<file path="src/design/clf_cfg.svh">
// Register offsets, field positions, reset values and timing counts
// for the colour LED flash controller.
// Assumes a 100 MHz system clock.
`ifndef CLF_CFG_SVH
`define CLF_CFG_SVH

// Serial address; the value is arbitrary.
`define CLF_DEV_ADDR       7'h2a

// Register offsets.
`define CLF_OFS_CTRL       8'h00
`define CLF_OFS_COLOR      8'h01
`define CLF_OFS_CURR       8'h02
`define CLF_OFS_GPIO       8'h06
`define CLF_OFS_SAFETY     8'h07

// Control register fields.
`define CLF_CTRL_INT_MOD   7
`define CLF_CTRL_COLOR_EN  6
`define CLF_CTRL_MODE_SEL  5
`define CLF_CTRL_RED_ON    3
`define CLF_CTRL_GREEN_ON  2
`define CLF_CTRL_BLUE_ON   1
`define CLF_CTRL_MASK      8'hee

// Current limit fields: red 5:4, green 3:2, blue 1:0.
`define CLF_CURR_MASK      8'h3f

// Pin control: pin enable 4, external selects red 2, green 1, blue 0.
`define CLF_GPIO_PIN_EN    4
`define CLF_GPIO_MASK      8'h17

// Safety register: tripped 7 (read only), flash mode 3,
// safety enables red 2, green 1, blue 0.
`define CLF_SAFE_TRIPPED   7
`define CLF_SAFE_FLASH     3
`define CLF_SAFE_MASK      8'h0f

// Reset values; switch mode is the default output mode.
`define CLF_CTRL_RESET     8'h20
`define CLF_ZERO_RESET     8'h00

// Full scale current code.
`define CLF_CODE_FULL      2'h3

// Safety interval.
`define CLF_SAFETY_TIME_MS 1000
`define CLF_CLK_KHZ        100000
`define CLF_SAFETY_CYCLES  (`CLF_SAFETY_TIME_MS * `CLF_CLK_KHZ)

`endif

</file>
<file path="src/design/clf_pkg.sv">
// Types shared by the colour LED flash controller.
// Assumes nothing beyond the configuration header.
package clf_pkg;

  // Serial slave states.
  typedef enum logic [3:0] {
    CLF_IDLE   = 4'h0,
    CLF_ADDR   = 4'h1,
    CLF_ACK_A  = 4'h2,
    CLF_PTR    = 4'h3,
    CLF_ACK_P  = 4'h4,
    CLF_WDATA  = 4'h5,
    CLF_ACK_W  = 4'h6,
    CLF_RDATA  = 4'h7,
    CLF_ACK_R  = 4'h8
  } clf_i2c_state_t;

endpackage

</file>
<file path="src/design/clf_led_channel.sv">
// One colour output channel: on/off decision and current code.
// Assumes all inputs come from logic on the same clock.
`timescale 1ns/1ps
`default_nettype none

`include "clf_cfg.svh"

module clf_led_channel
  import clf_pkg::*;
(
  input  wire logic       color_en_i,  // Colour outputs enabled.
  input  wire logic       int_mod_i,   // Internal modulation enabled.
  input  wire logic       on_i,        // Output on/off enable bit.
  input  wire logic [1:0] code_i,      // Programmed current code.
  input  wire logic       ext_sel_i,   // External pin governs output.
  input  wire logic       ext_act_i,   // External pin function active.
  input  wire logic       ext_lvl_i,   // Synchronised pin level.
  input  wire logic       int_pwm_i,   // Internal modulation waveform.
  input  wire logic       flash_i,     // Flash mode enabled.
  input  wire logic       done_i,      // Flash pulse already spent.
  input  wire logic       kill_i,      // Safety shut-off for output.
  output logic            drive_o,     // Output sinks when high.
  output logic [1:0]      code_o       // Effective current code.
);

  logic gated;
  logic base;

  // Pin gating: a high pin lets the output conduct.
  always_comb
  begin
    gated = 1'b1;
    if (ext_act_i && ext_sel_i && !flash_i)
      gated = ext_lvl_i;
  end

  // The waveform only matters when internal modulation is on.
  assign base = color_en_i && on_i && (int_mod_i ? int_pwm_i : 1'b1);

  // Flash pulse overrides both the enable bit and the code.
  always_comb
  begin
    drive_o = base && gated;
    code_o  = code_i;
    if (flash_i && ext_sel_i && ext_act_i)
    begin
      if (ext_lvl_i && !done_i)
      begin
        drive_o = color_en_i;
        code_o  = `CLF_CODE_FULL;
      end
      else if (done_i)
        drive_o = 1'b0;
    end
    if (kill_i)
      drive_o = 1'b0;
  end

endmodule // clf_led_channel

`default_nettype wire

</file>
<file path="src/design/clf_color_led_flash.sv">
// Colour LED flash controller: serial register slave, output
// control for three channels and the safety timer.
// Assumes the serial pins and trigger pin are asynchronous and the
// internal modulation waveform comes from the system clock domain.
//
// Contract
// Control bits: modulation 7, colour enable 6, mode 5, on bits 3..1.
// Colour enabled, modulation off: each on bit switches its output directly.
// In direct mode the colour register affects nothing.
// Mode bit high means switch, low current sink; reset gives switch.
// Current code fields 5:4, 3:2, 1:0 pick quarter steps of maximum.
// Pin function active only with pin enable and colour enable; selects.
// Pin is active high: high enables selected outputs.
// Without modulation pin drives output; with it, pin gates waveform.
// Enabled output with select clear stays on regardless of pin.
// Flash pulse high: selected outputs full current, ignore code and on.
// After pulse flash outputs off until flash mode cleared and set.
// Host sets codes, colour, flash mode with pin low, then pulses.
// Register flash: current mode, low codes, on, full codes, off.
// Each output has a safety bit; flash mode picks timer mode.
// Flash off: counter runs with any safety bit; current access clears.
// Flash off: one second kills safety outputs and sets tripped flag.
// Flash on: counts while pin high; long pulse kills and trips.
// Clearing own safety bit restores output; counter clears with all.
// One second counted in system clock cycles, held zero when cleared.
// Tripped flag holds until all safety bits clear, ignores writes.
`timescale 1ns/1ps
`default_nettype none

`include "clf_cfg.svh"

module clf_color_led_flash
  import clf_pkg::*;
#(
  parameter int unsigned SAFETY_CYCLES = `CLF_SAFETY_CYCLES
)
(
  input  wire logic       clk_sys_i,          // 100 MHz clock.
  input  wire logic       rst_b_i,            // Sync reset, low.
  input  wire logic       scl_i,              // Serial clock pin.
  input  wire logic       sda_i,              // Serial data pin in.
  output logic            sda_o,              // Serial data out.
  output logic            sda_oe_b_o,         // Low while driving.
  input  wire logic       ext_pwm_i,          // Trigger/PWM pin.
  input  wire logic [2:0] int_pwm_i,          // Internal waveform rgb.
  output logic            red_output_o,       // Red sinks.
  output logic            green_output_o,     // Green sinks.
  output logic            blue_output_o,      // Blue sinks.
  output logic [1:0]      red_current_code_o, // Red code.
  output logic [1:0]      green_current_code_o, // Green code.
  output logic [1:0]      blue_current_code_o, // Blue code.
  output logic            output_mode_select_o, // High is switch.
  output logic            internal_modulation_enable_o, // Mod on.
  output logic [7:0]      color_brightness_o, // Colour register.
  output logic            safety_tripped_o    // Safety shut-off.
);

  localparam logic [26:0] SAFE_LAST = 27'(SAFETY_CYCLES - 1);

  clf_i2c_state_t state_reg;
  logic [2:0]  scl_sync_reg;
  logic [2:0]  sda_sync_reg;
  logic [1:0]  ext_sync_reg;
  logic        ext_prev_reg;
  logic [7:0]  shift_reg;
  logic [7:0]  tx_reg;
  logic [3:0]  cnt_reg;
  logic        rw_reg;
  logic        nack_reg;
  logic [7:0]  ptr_reg;
  logic [7:0]  ctrl_reg;
  logic [7:0]  color_reg;
  logic [7:0]  led_current_limit_reg;
  logic [7:0]  gpio_reg;
  logic [3:0]  safety_reg;
  logic        tripped_reg;
  logic        done_reg;
  logic [26:0] safe_cnt_reg;
  logic        wr_stb;
  logic        curr_access;
  logic [7:0]  rd_data;
  logic        scl_rise;
  logic        scl_fall;
  logic        start_det;
  logic        stop_det;
  logic        ext_lvl;
  logic        ext_act;
  logic        flash_mode;
  logic        any_safe;
  logic        counting;
  logic [2:0]  drive;
  logic [5:0]  code;

  // Two flops before use; the third stage is only an edge history.
  always_ff @(posedge clk_sys_i)
  begin
    if (!rst_b_i)
    begin
      scl_sync_reg <= 3'h7;
      sda_sync_reg <= 3'h7;
      ext_sync_reg <= 2'h0;
      ext_prev_reg <= 1'b0;
    end
    else
    begin
      scl_sync_reg <= {scl_sync_reg[1:0], scl_i};
      sda_sync_reg <= {sda_sync_reg[1:0], sda_i};
      ext_sync_reg <= {ext_sync_reg[0], ext_pwm_i};
      ext_prev_reg <= ext_sync_reg[1];
    end
  end

  assign scl_rise  = scl_sync_reg[1] && !scl_sync_reg[2];
  assign scl_fall  = !scl_sync_reg[1] && scl_sync_reg[2];
  assign start_det = scl_sync_reg[1] && scl_sync_reg[2] &&
                     !sda_sync_reg[1] && sda_sync_reg[2];
  assign stop_det  = scl_sync_reg[1] && scl_sync_reg[2] &&
                     sda_sync_reg[1] && !sda_sync_reg[2];
  assign ext_lvl   = ext_sync_reg[1];

  // Read mux; unmapped offsets read as zero.
  always_comb
  begin
    rd_data = 8'h00;
    unique case (ptr_reg)
      `CLF_OFS_CTRL:   rd_data = ctrl_reg;
      `CLF_OFS_COLOR:  rd_data = color_reg;
      `CLF_OFS_CURR:   rd_data = led_current_limit_reg;
      `CLF_OFS_GPIO:   rd_data = gpio_reg;
      `CLF_OFS_SAFETY: rd_data = {tripped_reg, 3'h0, safety_reg};
      default:         rd_data = 8'h00;
    endcase
  end

  assign wr_stb = scl_fall && (state_reg == CLF_WDATA) && (cnt_reg == 4'h8);
  // A data byte written, or a read byte loaded, at the limit register.
  assign curr_access = (ptr_reg == `CLF_OFS_CURR) &&
    (wr_stb || (scl_fall && ((state_reg == CLF_ACK_A && rw_reg) ||
                             (state_reg == CLF_ACK_R && !nack_reg))));

  // Serial slave: sample on rising clock, change data on falling.
  always_ff @(posedge clk_sys_i)
  begin
    if (!rst_b_i)
    begin
      state_reg  <= CLF_IDLE;
      shift_reg  <= 8'h00;
      tx_reg     <= 8'h00;
      cnt_reg    <= 4'h0;
      rw_reg     <= 1'b0;
      nack_reg   <= 1'b0;
      ptr_reg    <= 8'h00;
      sda_oe_b_o <= 1'b1;
    end
    else if (start_det)
    begin
      state_reg  <= CLF_ADDR;
      cnt_reg    <= 4'h0;
      sda_oe_b_o <= 1'b1;
    end
    else if (stop_det)
    begin
      state_reg  <= CLF_IDLE;
      sda_oe_b_o <= 1'b1;
    end
    else if (scl_rise)
    begin
      if (state_reg == CLF_ACK_R)
        nack_reg <= sda_sync_reg[1];
      else if (state_reg == CLF_ADDR || state_reg == CLF_PTR ||
               state_reg == CLF_WDATA)
      begin
        shift_reg <= {shift_reg[6:0], sda_sync_reg[1]};
        cnt_reg   <= cnt_reg + 4'h1;
      end
    end
    else if (scl_fall)
    begin
      unique case (state_reg)
        CLF_IDLE: ;
        CLF_ADDR:
          if (cnt_reg == 4'h8)
          begin
            if (shift_reg[7:1] == `CLF_DEV_ADDR)
            begin
              rw_reg     <= shift_reg[0];
              sda_oe_b_o <= 1'b0;
              state_reg  <= CLF_ACK_A;
            end
            else
              state_reg <= CLF_IDLE;
          end
        CLF_ACK_A, CLF_ACK_R:
        begin
          cnt_reg <= 4'h0;
          if (state_reg == CLF_ACK_R && nack_reg)
          begin
            sda_oe_b_o <= 1'b1;
            state_reg  <= CLF_IDLE;
          end
          else if (rw_reg)
          begin
            tx_reg     <= {rd_data[6:0], 1'b0};
            sda_oe_b_o <= rd_data[7];
            state_reg  <= CLF_RDATA;
          end
          else
          begin
            sda_oe_b_o <= 1'b1;
            state_reg  <= CLF_PTR;
          end
        end
        CLF_PTR:
          if (cnt_reg == 4'h8)
          begin
            ptr_reg    <= shift_reg;
            sda_oe_b_o <= 1'b0;
            state_reg  <= CLF_ACK_P;
          end
        CLF_ACK_P, CLF_ACK_W:
        begin
          cnt_reg    <= 4'h0;
          sda_oe_b_o <= 1'b1;
          state_reg  <= CLF_WDATA;
        end
        CLF_WDATA:
          if (cnt_reg == 4'h8)
          begin
            ptr_reg    <= ptr_reg + 8'h01;
            sda_oe_b_o <= 1'b0;
            state_reg  <= CLF_ACK_W;
          end
        CLF_RDATA:
          if (cnt_reg == 4'h7)
          begin
            sda_oe_b_o <= 1'b1;
            ptr_reg    <= ptr_reg + 8'h01;
            state_reg  <= CLF_ACK_R;
          end
          else
          begin
            sda_oe_b_o <= tx_reg[7];
            tx_reg     <= {tx_reg[6:0], 1'b0};
            cnt_reg    <= cnt_reg + 4'h1;
          end
        default: state_reg <= CLF_IDLE;
      endcase
    end
  end

  // The data line is only ever pulled low.
  always_ff @(posedge clk_sys_i)
  begin
    sda_o <= 1'b0;
  end

  // Register file writes; reserved bits are masked to zero.
  always_ff @(posedge clk_sys_i)
  begin
    if (!rst_b_i)
    begin
      ctrl_reg              <= `CLF_CTRL_RESET;
      color_reg             <= `CLF_ZERO_RESET;
      led_current_limit_reg <= `CLF_ZERO_RESET;
      gpio_reg              <= `CLF_ZERO_RESET;
      safety_reg            <= 4'h0;
    end
    else if (wr_stb)
    begin
      unique case (ptr_reg)
        `CLF_OFS_CTRL:   ctrl_reg <= shift_reg & `CLF_CTRL_MASK;
        `CLF_OFS_COLOR:  color_reg <= shift_reg;
        `CLF_OFS_CURR:   led_current_limit_reg <= shift_reg & `CLF_CURR_MASK;
        `CLF_OFS_GPIO:   gpio_reg <= shift_reg & `CLF_GPIO_MASK;
        `CLF_OFS_SAFETY: safety_reg <= shift_reg[3:0];
        default: ;
      endcase
    end
  end

  assign flash_mode = safety_reg[`CLF_SAFE_FLASH];
  assign any_safe   = |safety_reg[2:0];
  assign ext_act    = gpio_reg[`CLF_GPIO_PIN_EN] &&
                      ctrl_reg[`CLF_CTRL_COLOR_EN];

  // A pulse is spent on its falling edge; re-arm by clearing flash mode.
  always_ff @(posedge clk_sys_i)
  begin
    if (!rst_b_i || !flash_mode)
      done_reg <= 1'b0;
    else if (ext_act && ext_prev_reg && !ext_lvl)
      done_reg <= 1'b1;
  end

  // Safety timer in system clock cycles.
  assign counting = !tripped_reg &&
                    (flash_mode ? (ext_lvl && !done_reg) : any_safe);

  always_ff @(posedge clk_sys_i)
  begin
    if (!rst_b_i || !any_safe)
      safe_cnt_reg <= 27'h0;
    else if (!tripped_reg && !flash_mode && curr_access)
      safe_cnt_reg <= 27'h0;
    else if (flash_mode && ext_lvl && !ext_prev_reg && !tripped_reg)
      safe_cnt_reg <= 27'h0;
    else if (counting && safe_cnt_reg != SAFE_LAST)
      safe_cnt_reg <= safe_cnt_reg + 27'h1;
  end

  // Trip wins over the clear: it can only clear once no bit is enabled.
  always_ff @(posedge clk_sys_i)
  begin
    if (!rst_b_i)
      tripped_reg <= 1'b0;
    else if (counting && safe_cnt_reg == SAFE_LAST)
      tripped_reg <= 1'b1;
    else if (!any_safe)
      tripped_reg <= 1'b0;
  end

  // Three identical output channels, red at index 2.
  for (genvar i = 0; i < 3; i++)
  begin : g_chan
    clf_led_channel u_chan (
      .color_en_i (ctrl_reg[`CLF_CTRL_COLOR_EN]),
      .int_mod_i  (ctrl_reg[`CLF_CTRL_INT_MOD]),
      .on_i       (ctrl_reg[`CLF_CTRL_BLUE_ON + i]),
      .code_i     (led_current_limit_reg[2*i +: 2]),
      .ext_sel_i  (gpio_reg[i]),
      .ext_act_i  (ext_act),
      .ext_lvl_i  (ext_lvl),
      .int_pwm_i  (int_pwm_i[i]),
      .flash_i    (flash_mode),
      .done_i     (done_reg),
      .kill_i     (tripped_reg && safety_reg[i]),
      .drive_o    (drive[i]),
      .code_o     (code[2*i +: 2])
    );
  end

  // Registered outputs so pins never glitch on decode paths.
  always_ff @(posedge clk_sys_i)
  begin
    if (!rst_b_i)
    begin
      red_output_o                 <= 1'b0;
      green_output_o               <= 1'b0;
      blue_output_o                <= 1'b0;
      red_current_code_o           <= 2'h0;
      green_current_code_o         <= 2'h0;
      blue_current_code_o          <= 2'h0;
      output_mode_select_o         <= 1'b1;
      internal_modulation_enable_o <= 1'b0;
      color_brightness_o           <= 8'h00;
      safety_tripped_o             <= 1'b0;
    end
    else
    begin
      red_output_o                 <= drive[2];
      green_output_o               <= drive[1];
      blue_output_o                <= drive[0];
      red_current_code_o           <= code[5:4];
      green_current_code_o         <= code[3:2];
      blue_current_code_o          <= code[1:0];
      output_mode_select_o         <= ctrl_reg[`CLF_CTRL_MODE_SEL];
      internal_modulation_enable_o <= ctrl_reg[`CLF_CTRL_INT_MOD];
      color_brightness_o           <= color_reg;
      safety_tripped_o             <= tripped_reg;
    end
  end

endmodule // clf_color_led_flash

`default_nettype wire

</file>
<file path="config.mk">
export PLATFORM = sky130hd
export DESIGN_NAME = clf_color_led_flash
export DESIGN_NICKNAME = d
export VERILOG_FILES = /design/src/design/clf_pkg.sv /design/src/design/clf_led_channel.sv /design/src/design/clf_color_led_flash.sv
export VERILOG_INCLUDE_DIRS = /design/src /design/src/design
export SDC_FILE = /design/constraint.sdc
export NUM_CORES = 1
export LEC_CHECK = 0
export BUFFER_PORTS_ARGS = -buffer_cell sky130_fd_sc_hd__buf_2
export CORE_ASPECT_RATIO = 0.6
export CORE_UTILIZATION = 30
export CTS_CLUSTER_SIZE = 28
export DETAILED_ROUTE_END_ITERATION = 6
export PLACE_DENSITY = 0.54
export SETUP_SLACK_MARGIN = 0.5
export SKIP_LAST_GASP = 1
export SLEW_MARGIN = 0
export SYNTH_ARGS = -nofsm -noshare
export SYNTH_HDL_FRONTEND = slang
export SYNTH_SLANG_ARGS = --single-unit
</file>
<file path="constraint.sdc">
create_clock -name clk_sys_i -period 2.2 [get_ports clk_sys_i]
set_input_delay 0.22 -clock clk_sys_i [delete_from_list [all_inputs] [get_ports clk_sys_i]]
set_output_delay 0.22 -clock clk_sys_i [all_outputs]
set_load 0.02 [all_outputs]
</file>
# Word-level counts from Yosys, hierarchy flattened
# Index checks and enable logic that the tools add are counted.
[op_classes] mux=58 n_reduce_logical=101 eq_ne=36 addsub=3 n_bitwise=6
[op_table] cell="1-bit logical AND" n=50
[op_table] cell="8-bit 2-to-1 mux" n=6
[op_table] cell="8-bit one-hot mux with 5 select lines" n=1
[op_table] cell="4-bit 2-to-1 mux" n=9
[op_table] cell="1-bit 2-to-1 mux" n=28
[op_table] cell="4-bit one-hot mux with 7 select lines" n=1
[op_table] cell="27-bit by 1-bit adder with 27-bit output, second input constant" n=1
[op_table] cell="27-bit equality test, second input constant" n=1
[op_table] cell="27-bit inequality test, second input constant" n=1
[op_table] cell="8-bit one-hot mux with 3 select lines" n=1
[op_table] cell="7-bit AND reduction" n=3
[op_table] cell="4-bit by 3-bit equality test with 1-bit output, second input constant" n=5
[op_table] cell="8-bit by 3-bit equality test with 1-bit output, second input constant" n=2
[op_table] cell="8-bit one-hot mux with 2 select lines" n=1
[op_table] cell="8-bit AND reduction" n=2
[op_table] cell="2-bit 2-to-1 mux" n=7
[op_table] cell="2-bit inequality test, second input constant" n=7
[op_table] cell="2-bit OR reduction" n=7
[op_table] cell="1-bit zero test" n=12
[op_table] cell="4-bit inequality test, second input constant" n=3
[op_table] cell="6-bit AND reduction" n=2
[op_table] cell="2-bit by 1-bit inequality test with 1-bit output, second input constant" n=5
[op_table] cell="2-bit AND reduction" n=5
[op_table] cell="3-bit nonzero test" n=3
[op_table] cell="24 further kinds" n=41
[word_totals] in_bits=8 word_cells=235 ff_bits=121 output_inout_bits=22

# Logic depth before layout (Yosys ltp)
# Gate-level depths: netlist of the first run.
[logic_depth] depth_word=8 mapped_depth=9 mapped_depth_nobuf=7

# Modules after synthesis
# From an unflattened synthesis of the first run, not the netlist that was laid out.
[hier_totals] hier_cells=681 area_unflattened_um2=5851.9
[modules_own_cells] mod="clf_color_led_flash" cells_per_inst=648 seq_area_each_um2=2402.3 area_per_inst_um2=5637.9 instances=1
[modules_own_cells] mod="clf_led_channel" cells_per_inst=11 seq_area_each_um2=0.0 area_per_inst_um2=71.3 instances=3

# Worst setup path after synthesis of the first run
# OpenSTA, ideal clock, no wires.
[synth_timing] path_type="register -> register" startpoint="reg ptr_reg[3]" endpoint="reg safe_cnt_reg[10]" synth_period_minus_slack_ns=2.208 path_slack_ns=-0.008 path_stages_with_launch=8 required_ns=2.075 arrival_time_ns=2.083 path_buffers=2 path_cell_list="dfxtp_1 > or4_4 > or3b_4 > a2111oi_2 > nand2b_1 > buf_4 > buf_6 > a21oi_1"
[synth_via] elab_chain_cells=4
[synth_lines] element="start: declaration" line_no="clf_color_led_flash.sv:70" text="logic [7:0] ptr_reg;"
[synth_lines] element="start signal: assignment" line_no="clf_color_led_flash.sv:216" text="ptr_reg <= shift_reg;"
[synth_lines] element="start signal: assignment" line_no="clf_color_led_flash.sv:229" text="ptr_reg <= ptr_reg + 8'h01;"
[synth_lines] element="start signal: assignment" line_no="clf_color_led_flash.sv:237" text="ptr_reg <= ptr_reg + 8'h01;"
[synth_lines] element="8-bit by 2-bit equality test with 1-bit output"
[synth_lines] element="1-bit logical AND" line_no="clf_color_led_flash.sv:137" text="assign curr_access = (ptr_reg == `CLF_OFS_CURR) &&"
[synth_lines] element="1-bit logical AND" line_no="clf_color_led_flash.sv:303" text="else if (!tripped_reg && !flash_mode && curr_access)"
[synth_lines] element="3-bit OR reduction (no line)"
[synth_lines] element="end signal: assignment" line_no="clf_color_led_flash.sv:308" text="safe_cnt_reg <= safe_cnt_reg + 27'h1;"
[synth_lines] element="end: declaration" line_no="clf_color_led_flash.sv:78" text="logic [26:0] safe_cnt_reg;"
# Every way passes these cells.
# A chain may end at the register's enable or synchronous reset.

# Final worst setup path of the first run
[layout_timing] startpoint="reg ptr_reg[3]" endpoint="reg safe_cnt_reg[3]"
# The elaborated chain is that of the path after synthesis.

==> impl_metrics.yaml, run 1 <==
run:
  cap_violations: 0
placed_design:
  dp_hpwl_um: 11100
  dp_slack_ns: 0.0233
  gp_congestion: 0.859
  port_buffers: 28
  placedInstanceArea_mm2: 0.00636
synthesis:
  synth_edf_count: 0
  ys.flop_type: "dfxtp_1"
  synth_area_per_cell_um2: 8.78
  synth-seq-cells: 120
  synth_top_cell_by_area: "dfxtp_1"
  synth_warnings: 0
  yosysTopAreaCellShare_pct: 42.2
  ys_async_sr_fraction_pct: 0
  synth-seq-area-share_pct: 42.2
  synthDistinctLibCells: 63
  syn_nets: 667
  synth_area_mm2: 0.00569
  synthesis.instances: 648
  synth_area_leaders: "dfxtp_1 (42%), mux2i_1 (7.4%), nand2_1 (4.6%), a21oi_1 (3.1%), o21ai_0 (2.6%)"
timing:
  finalCriticalPeriod_ns: 2.20
  final-max-slew-violation-count: 0
  period_share_pct: 99.9
  rsz0062_at_grt: "true"
  fmax_mhz: 455
  fin_setup_tns_ns: 0
  finClkSkew_ns: 0.00751
  hold_viol: 0
  setup_violations: 0
  layout_setup_ws_ns: 0.00173
  hold_ws_ns: 0.0310
global_routing:
  antenna_found_initial: 0
  grt_pass1_wl_um: 25700
  gr-total-overflow: 0
  grt_pass1_vias: 4781
  grt_max_degree: 37
  grtUsageTotal_pct: 16.9
  grt_use_met3_pct: 4.68
  met1_usage_pct: 24.8
  use_met2_pct: 23.3
  busiest_layer: "met1"
critical_path:
  arrival_ns: 2.49
  crit_chain: "or4_4 -> or3b_4 -> a2111oi_4 -> nand2b_4 -> clkbuf_16 -> a21oi_1"
  crit_slowest_cell: "or4_4"
  cp-start-kind: "flop"
  worst_path_dominant_cell_family: "simple AND/OR/NAND/NOR gates"
  required_ns: 2.49
  crit_type: "flop to flop"
  critPathMaxFanout: 12
  worst-path-buf-inv: 1
  cpPeakStageDelay_ns: 0.54
  crit_path_end_kind: "flop"
layout:
  final_common_cell: "dfxtp_1"
  nets: 744
  utilization_pct: 41.3
  drive_gt1_share_pct: 27.1
  antenna_cells: 0
  final_cell_mix: "dfxtp_1 (108), nand2_1 (66), buf_4 (48)"
  largest_register_ffs: 27
  fillCellCount: 1745
  fin_area_mm2: 0.00757
  syn_to_final_growth_pct: 33.0
power:
  power.share.switching_pct: 22.0
  power_density_mw_per_mm2: 672
  seqPwrFrac_pct: 43.0
  power.leakage_nw: 2.86
  clkPwrFrac_pct: 54.1
  switchingPower_w: 0.00112
  p_comb_share_pct: 2.8
  p_int_w: 0.00396
  irDropWorstVdd_uv: 607
detailed_routing:
  ant_nets: 0
  firstDrtPassIters: 7
  drc: 5
  vias: 5125
  routed_wl_um: 16400
  drt_iter0_markers: 415
  vias_per_cell: 5.24
  wl_per_cell_um: 16.8
clocking:
  root_buffer: "clkbuf_16"
  tritoncts: "done"
  cts.sinks: 120
  numCtsBuffers: 17
  clockBufferDepth: 2
  clk_pin_slew_worst_paths_ns: 0.06
  clock_latency_ns: 0.42
  h-tree-depth: 4
die:
  die_h_um: 109
  core_mm2: 0.0183
  initial_core_util_pct: 31.1
  dieArea_mm2: 0.0195
  die_w_um: 180
  rows: 38
  ios: 30
worst_hold_path:
  worstHoldPathType: "primary input to flop"
run_status:
  violations: "design-rule violations"
  status: "complete, but fails checks"
## kinds of logic after synthesis
family | Yosys count | synth area share (%)
XOR/XNOR | 18 | 2.77
flip-flops | 120 | 42.2
multiplexers | 43 | 7.59
AO/OA/AOI/OAI | 137 | 16.1
buffers and inverters | 60 | 4.42
other | 1 | 0.0659
AND/OR/NAND/NOR | 258 | 24.5
adder cells (fa/ha/maj) | 11 | 2.42
## timing repair
item | CTS | global route
hold buffers | 2 | 0
setup buffers | 20 | 6
setup endpoints to repair | 88 | 89
hold endpoints to repair | 2 | 0
resized for setup | 60 | 36
cloned | 0 | 1
pin swaps | 23 | 19
## final cells by class
cell class	instances	area [µm²]	share of cell area [%]
Multi-Input combinational cell	468	3430	45.3
Tap cell	240	300	3.97
Inverter	26	100	1.32
Sequential cell	120	2430	32.2
Clock inverter	11	123	1.62
Clock buffer	21	460	6.09
Timing Repair Buffer	92	722	9.54
## power groups by stage
stage	Combinational, W	Clock (W)	Sequential (W)
after floorplan	0.0000768	0	0.00223
after CTS	0.000136	0.00280	0.00219
after global routing	0.000154	0.00294	0.00218
after global placement	0.000113	0	0.00224
final	0.000145	0.00275	0.00219
after detailed placement	0.000115	0	0.00224
## synth_stat cells (all sizes together), types with 3 or more instances
master / n
a211oi: 4
a21boi: 5
a21oi: 35
a221oi: 6
a222oi: 4
a22oi: 10
a31oi: 4
and2: 11
and3: 4
and3b: 4
and4: 4
buf: 7
clkbuf: 27
dfxtp: 120
ha: 11
inv: 26
mux2i: 42
nand2: 69
nand2b: 12
nand3: 28
nand3b: 4
nand4: 11
nor2: 36
nor2b: 23
nor3: 15
nor3b: 3
nor4bb: 3
o21a: 10
o21ai: 30
o31ai: 10
or2: 4
or3: 10
or4: 7
xor2: 16
## per-stage QoR
step | cells | total power (W)
2_1_floorplan | 648 | 0.00231
3_3_place_gp | 917 | 0.00235
3_5_place_dp | 917 | 0.00235
4_1_cts | 971 | 0.00513
5_1_grt | 978 | 0.00528
6_report | 978 | 0.00508
## final timing paths
check                       start              end  slack [ns]  depth (start not counted)
hold reg to reg   scl_sync_reg[0]  scl_sync_reg[1]        0.40                          1
hold / removal          ext_pwm_i  ext_sync_reg[0]        0.03                          2
setup / recovery       ptr_reg[3]  safe_cnt_reg[3]       0.002                          6
setup reg to reg       ptr_reg[3]  safe_cnt_reg[3]       0.002                          6
## layer usage
metal | up-vias | wire (µm) | share of wire [%]
met1 | 2446 | 8430 | 51
met2 | 168 | 6630 | 40
met3 | 21 | 1150 | 7.0
met5 | - | 0 | 0
li1 | 2490 | - | -
met4 | 0 | 181 | 1.1
Power figures use the tool's default switching activity.
==> inputs of run 2 (changes only) <==
--- a/config.mk
+++ b/config.mk
@@ -8,10 +8,10 @@
 export LEC_CHECK = 0
 export BUFFER_PORTS_ARGS = -buffer_cell sky130_fd_sc_hd__buf_2
 export CORE_ASPECT_RATIO = 0.6
-export CORE_UTILIZATION = 30
+export CORE_UTILIZATION = 55
 export CTS_CLUSTER_SIZE = 28
 export DETAILED_ROUTE_END_ITERATION = 6
-export PLACE_DENSITY = 0.54
+export PLACE_DENSITY = 0.83
 export SETUP_SLACK_MARGIN = 0.5
 export SKIP_LAST_GASP = 1
 export SLEW_MARGIN = 0
==> impl_metrics.yaml, run 2 (same netlist as run 1, synthesis figures left out) <==
global_routing:
  grtUsageTotal_pct: 31.7
  grt_max_degree: 57
  grt_pass1_vias: 5300
  gr-total-overflow: 0
  grt_pass1_wl_um: 26100
  antenna_found_initial: 0
layout:
  drive_gt1_share_pct: 28.3
  multi_input_area_mm2: 0.00346
  syn_to_final_growth_pct: 32.1
  nets: 754
  layout.cells.non_filler: 881
  antenna_cells: 0
  fillCellCount: 634
  largest_register_ffs: 27
  final_cell_mix: "dfxtp_1 (109), nand2_1 (66), buf_4 (55)"
  final_common_cell: "dfxtp_1"
  ff_latch_area_mm2: 0.00243
timing:
  finClkSkew_ns: 0.00648
  hold_viol: 0
  finalCriticalPeriod_ns: 2.14
  setup_violations: 0
  fmax_mhz: 468
  fin_setup_tns_ns: 0
  period_share_pct: 97.1
  layout_setup_ws_ns: 0.0646
  final-max-slew-violation-count: 0
  rsz0062_at_grt: "true"
critical_path:
  cp-start-kind: "flop"
  arrival_ns: 2.43
  crit_path_end_kind: "flop"
  critPathMaxFanout: 13
  crit_type: "flop to flop"
  required_ns: 2.49
die:
  ios: 30
  die_w_um: 133
  dieArea_mm2: 0.0108
  rows: 28
  initial_core_util_pct: 57.2
  core_mm2: 0.00995
  die_h_um: 80.8
worst_hold_path:
  worstHoldPathType: "primary input to flop"
detailed_routing:
  vias: 5451
  routed_wl_um: 17400
  wl_per_cell_um: 19.8
  drt_iter0_markers: 577
  vias_per_cell: 6.19
  firstDrtPassIters: 6
  drc: 0
  ant_nets: 0
power:
  power.share.switching_pct: 22.9
  switchingPower_w: 0.00113
  irDropWorstVdd_uv: 556
  p_comb_share_pct: 2.9
  clkPwrFrac_pct: 52.7
  power_density_mw_per_mm2: 656
  seqPwrFrac_pct: 44.4
  p_int_w: 0.00380
  power.leakage_nw: 2.88
clocking:
  clock_latency_ns: 0.42
  tritoncts: "done"
  clockBufferDepth: 2
  root_buffer: "clkbuf_16"
  numCtsBuffers: 17
  clk_pin_slew_worst_paths_ns: 0.06
  cts.sinks: 120
  h-tree-depth: 4
placed_design:
  port_buffers: 28
  dp_cells: 810
  gp_congestion: 0.933
  dp_slack_ns: 0.0257
  dp_hpwl_um: 10400
run_status:
  status: "completed"
run:
  cap_violations: 0
## run 2: cell type report
cell class | count | area share, %
clock inverters | 12 | 1.40
multi-input cells | 468 | 46.0
repair buffers | 102 | 10.8
inverters | 26 | 1.38
clock buffers | 18 | 5.84
well taps | 135 | 2.25
flip-flops and latches | 120 | 32.3
## run 2: critical path, cell delays in order, from the launching register on
cell and delay, ns:
dfxtp_4 0.34, or4_4 0.55, or3b_4 0.44, a2111oi_4 0.23, nand2b_4 0.23, buf_12 0.14
a21oi_1 0.06
## run 2: worst paths after layout
path / from / end / slack [ns] / cells after the start
max: ptr_reg[3] / safe_cnt_reg[10] / 0.06 / 6
min: int_pwm_i[2] / red_output_o / 0.21 / 4
max reg2reg: ptr_reg[3] / safe_cnt_reg[10] / 0.06 / 6
min reg2reg: scl_sync_reg[0] / scl_sync_reg[1] / 0.43 / 1
## run 2: per-layer routing
| metal | vias to the layer above | routed length [µm] | global-route usage (%) |
|---|---|---|---|
| met5 | - | 0 | 0 |
| met4 | 0 | 481 | 14.3 |
| met3 | 57 | 1550 | 11.5 |
| met2 | 276 | 8320 | 52.6 |
| met1 | 2614 | 7100 | 37.4 |
| li1 | 2504 | - | - |
## run 2: metrics by stage
| stage | power, W | util [%] | hold slack, ns | instance area (µm²) |
|---|---|---|---|---|
| 2_1_floorplan | 0.00231 | - | 0.309 | 5790 |
| 3_3_place_gp | 0.00234 | 62.3 | 0.392 | 6200 |
| 3_5_place_dp | 0.00234 | 62.3 | 0.402 | 6200 |
| 4_1_cts | 0.00491 | 72.6 | 0.00791 | 7220 |
| 5_1_grt | 0.00505 | 75.5 | 0.230 | 7510 |
| 6_report | 0.00493 | 75.5 | 0.209 | 7510 |
## run 2: power by group through the flow
stage	Sequential, W	Combinational [W]	Clock, W
2_1_floorplan	0.00223	0.0000768	0
3_3_place_gp	0.00224	0.000104	0
3_5_place_dp	0.00224	0.000107	0
4_1_cts	0.00219	0.000128	0.00260
5_1_grt	0.00219	0.000153	0.00271
6_report	0.00219	0.000145	0.00260
## run 2: repair_timing
action	4_1_cts	5_1_grt
hold buffers	2	1
cloned	0	1
endpoints found under the setup margin	88	90
hold endpoints to repair	2	1
gates resized for setup	58	38
buffers inserted	29	8
pin swaps	20	16
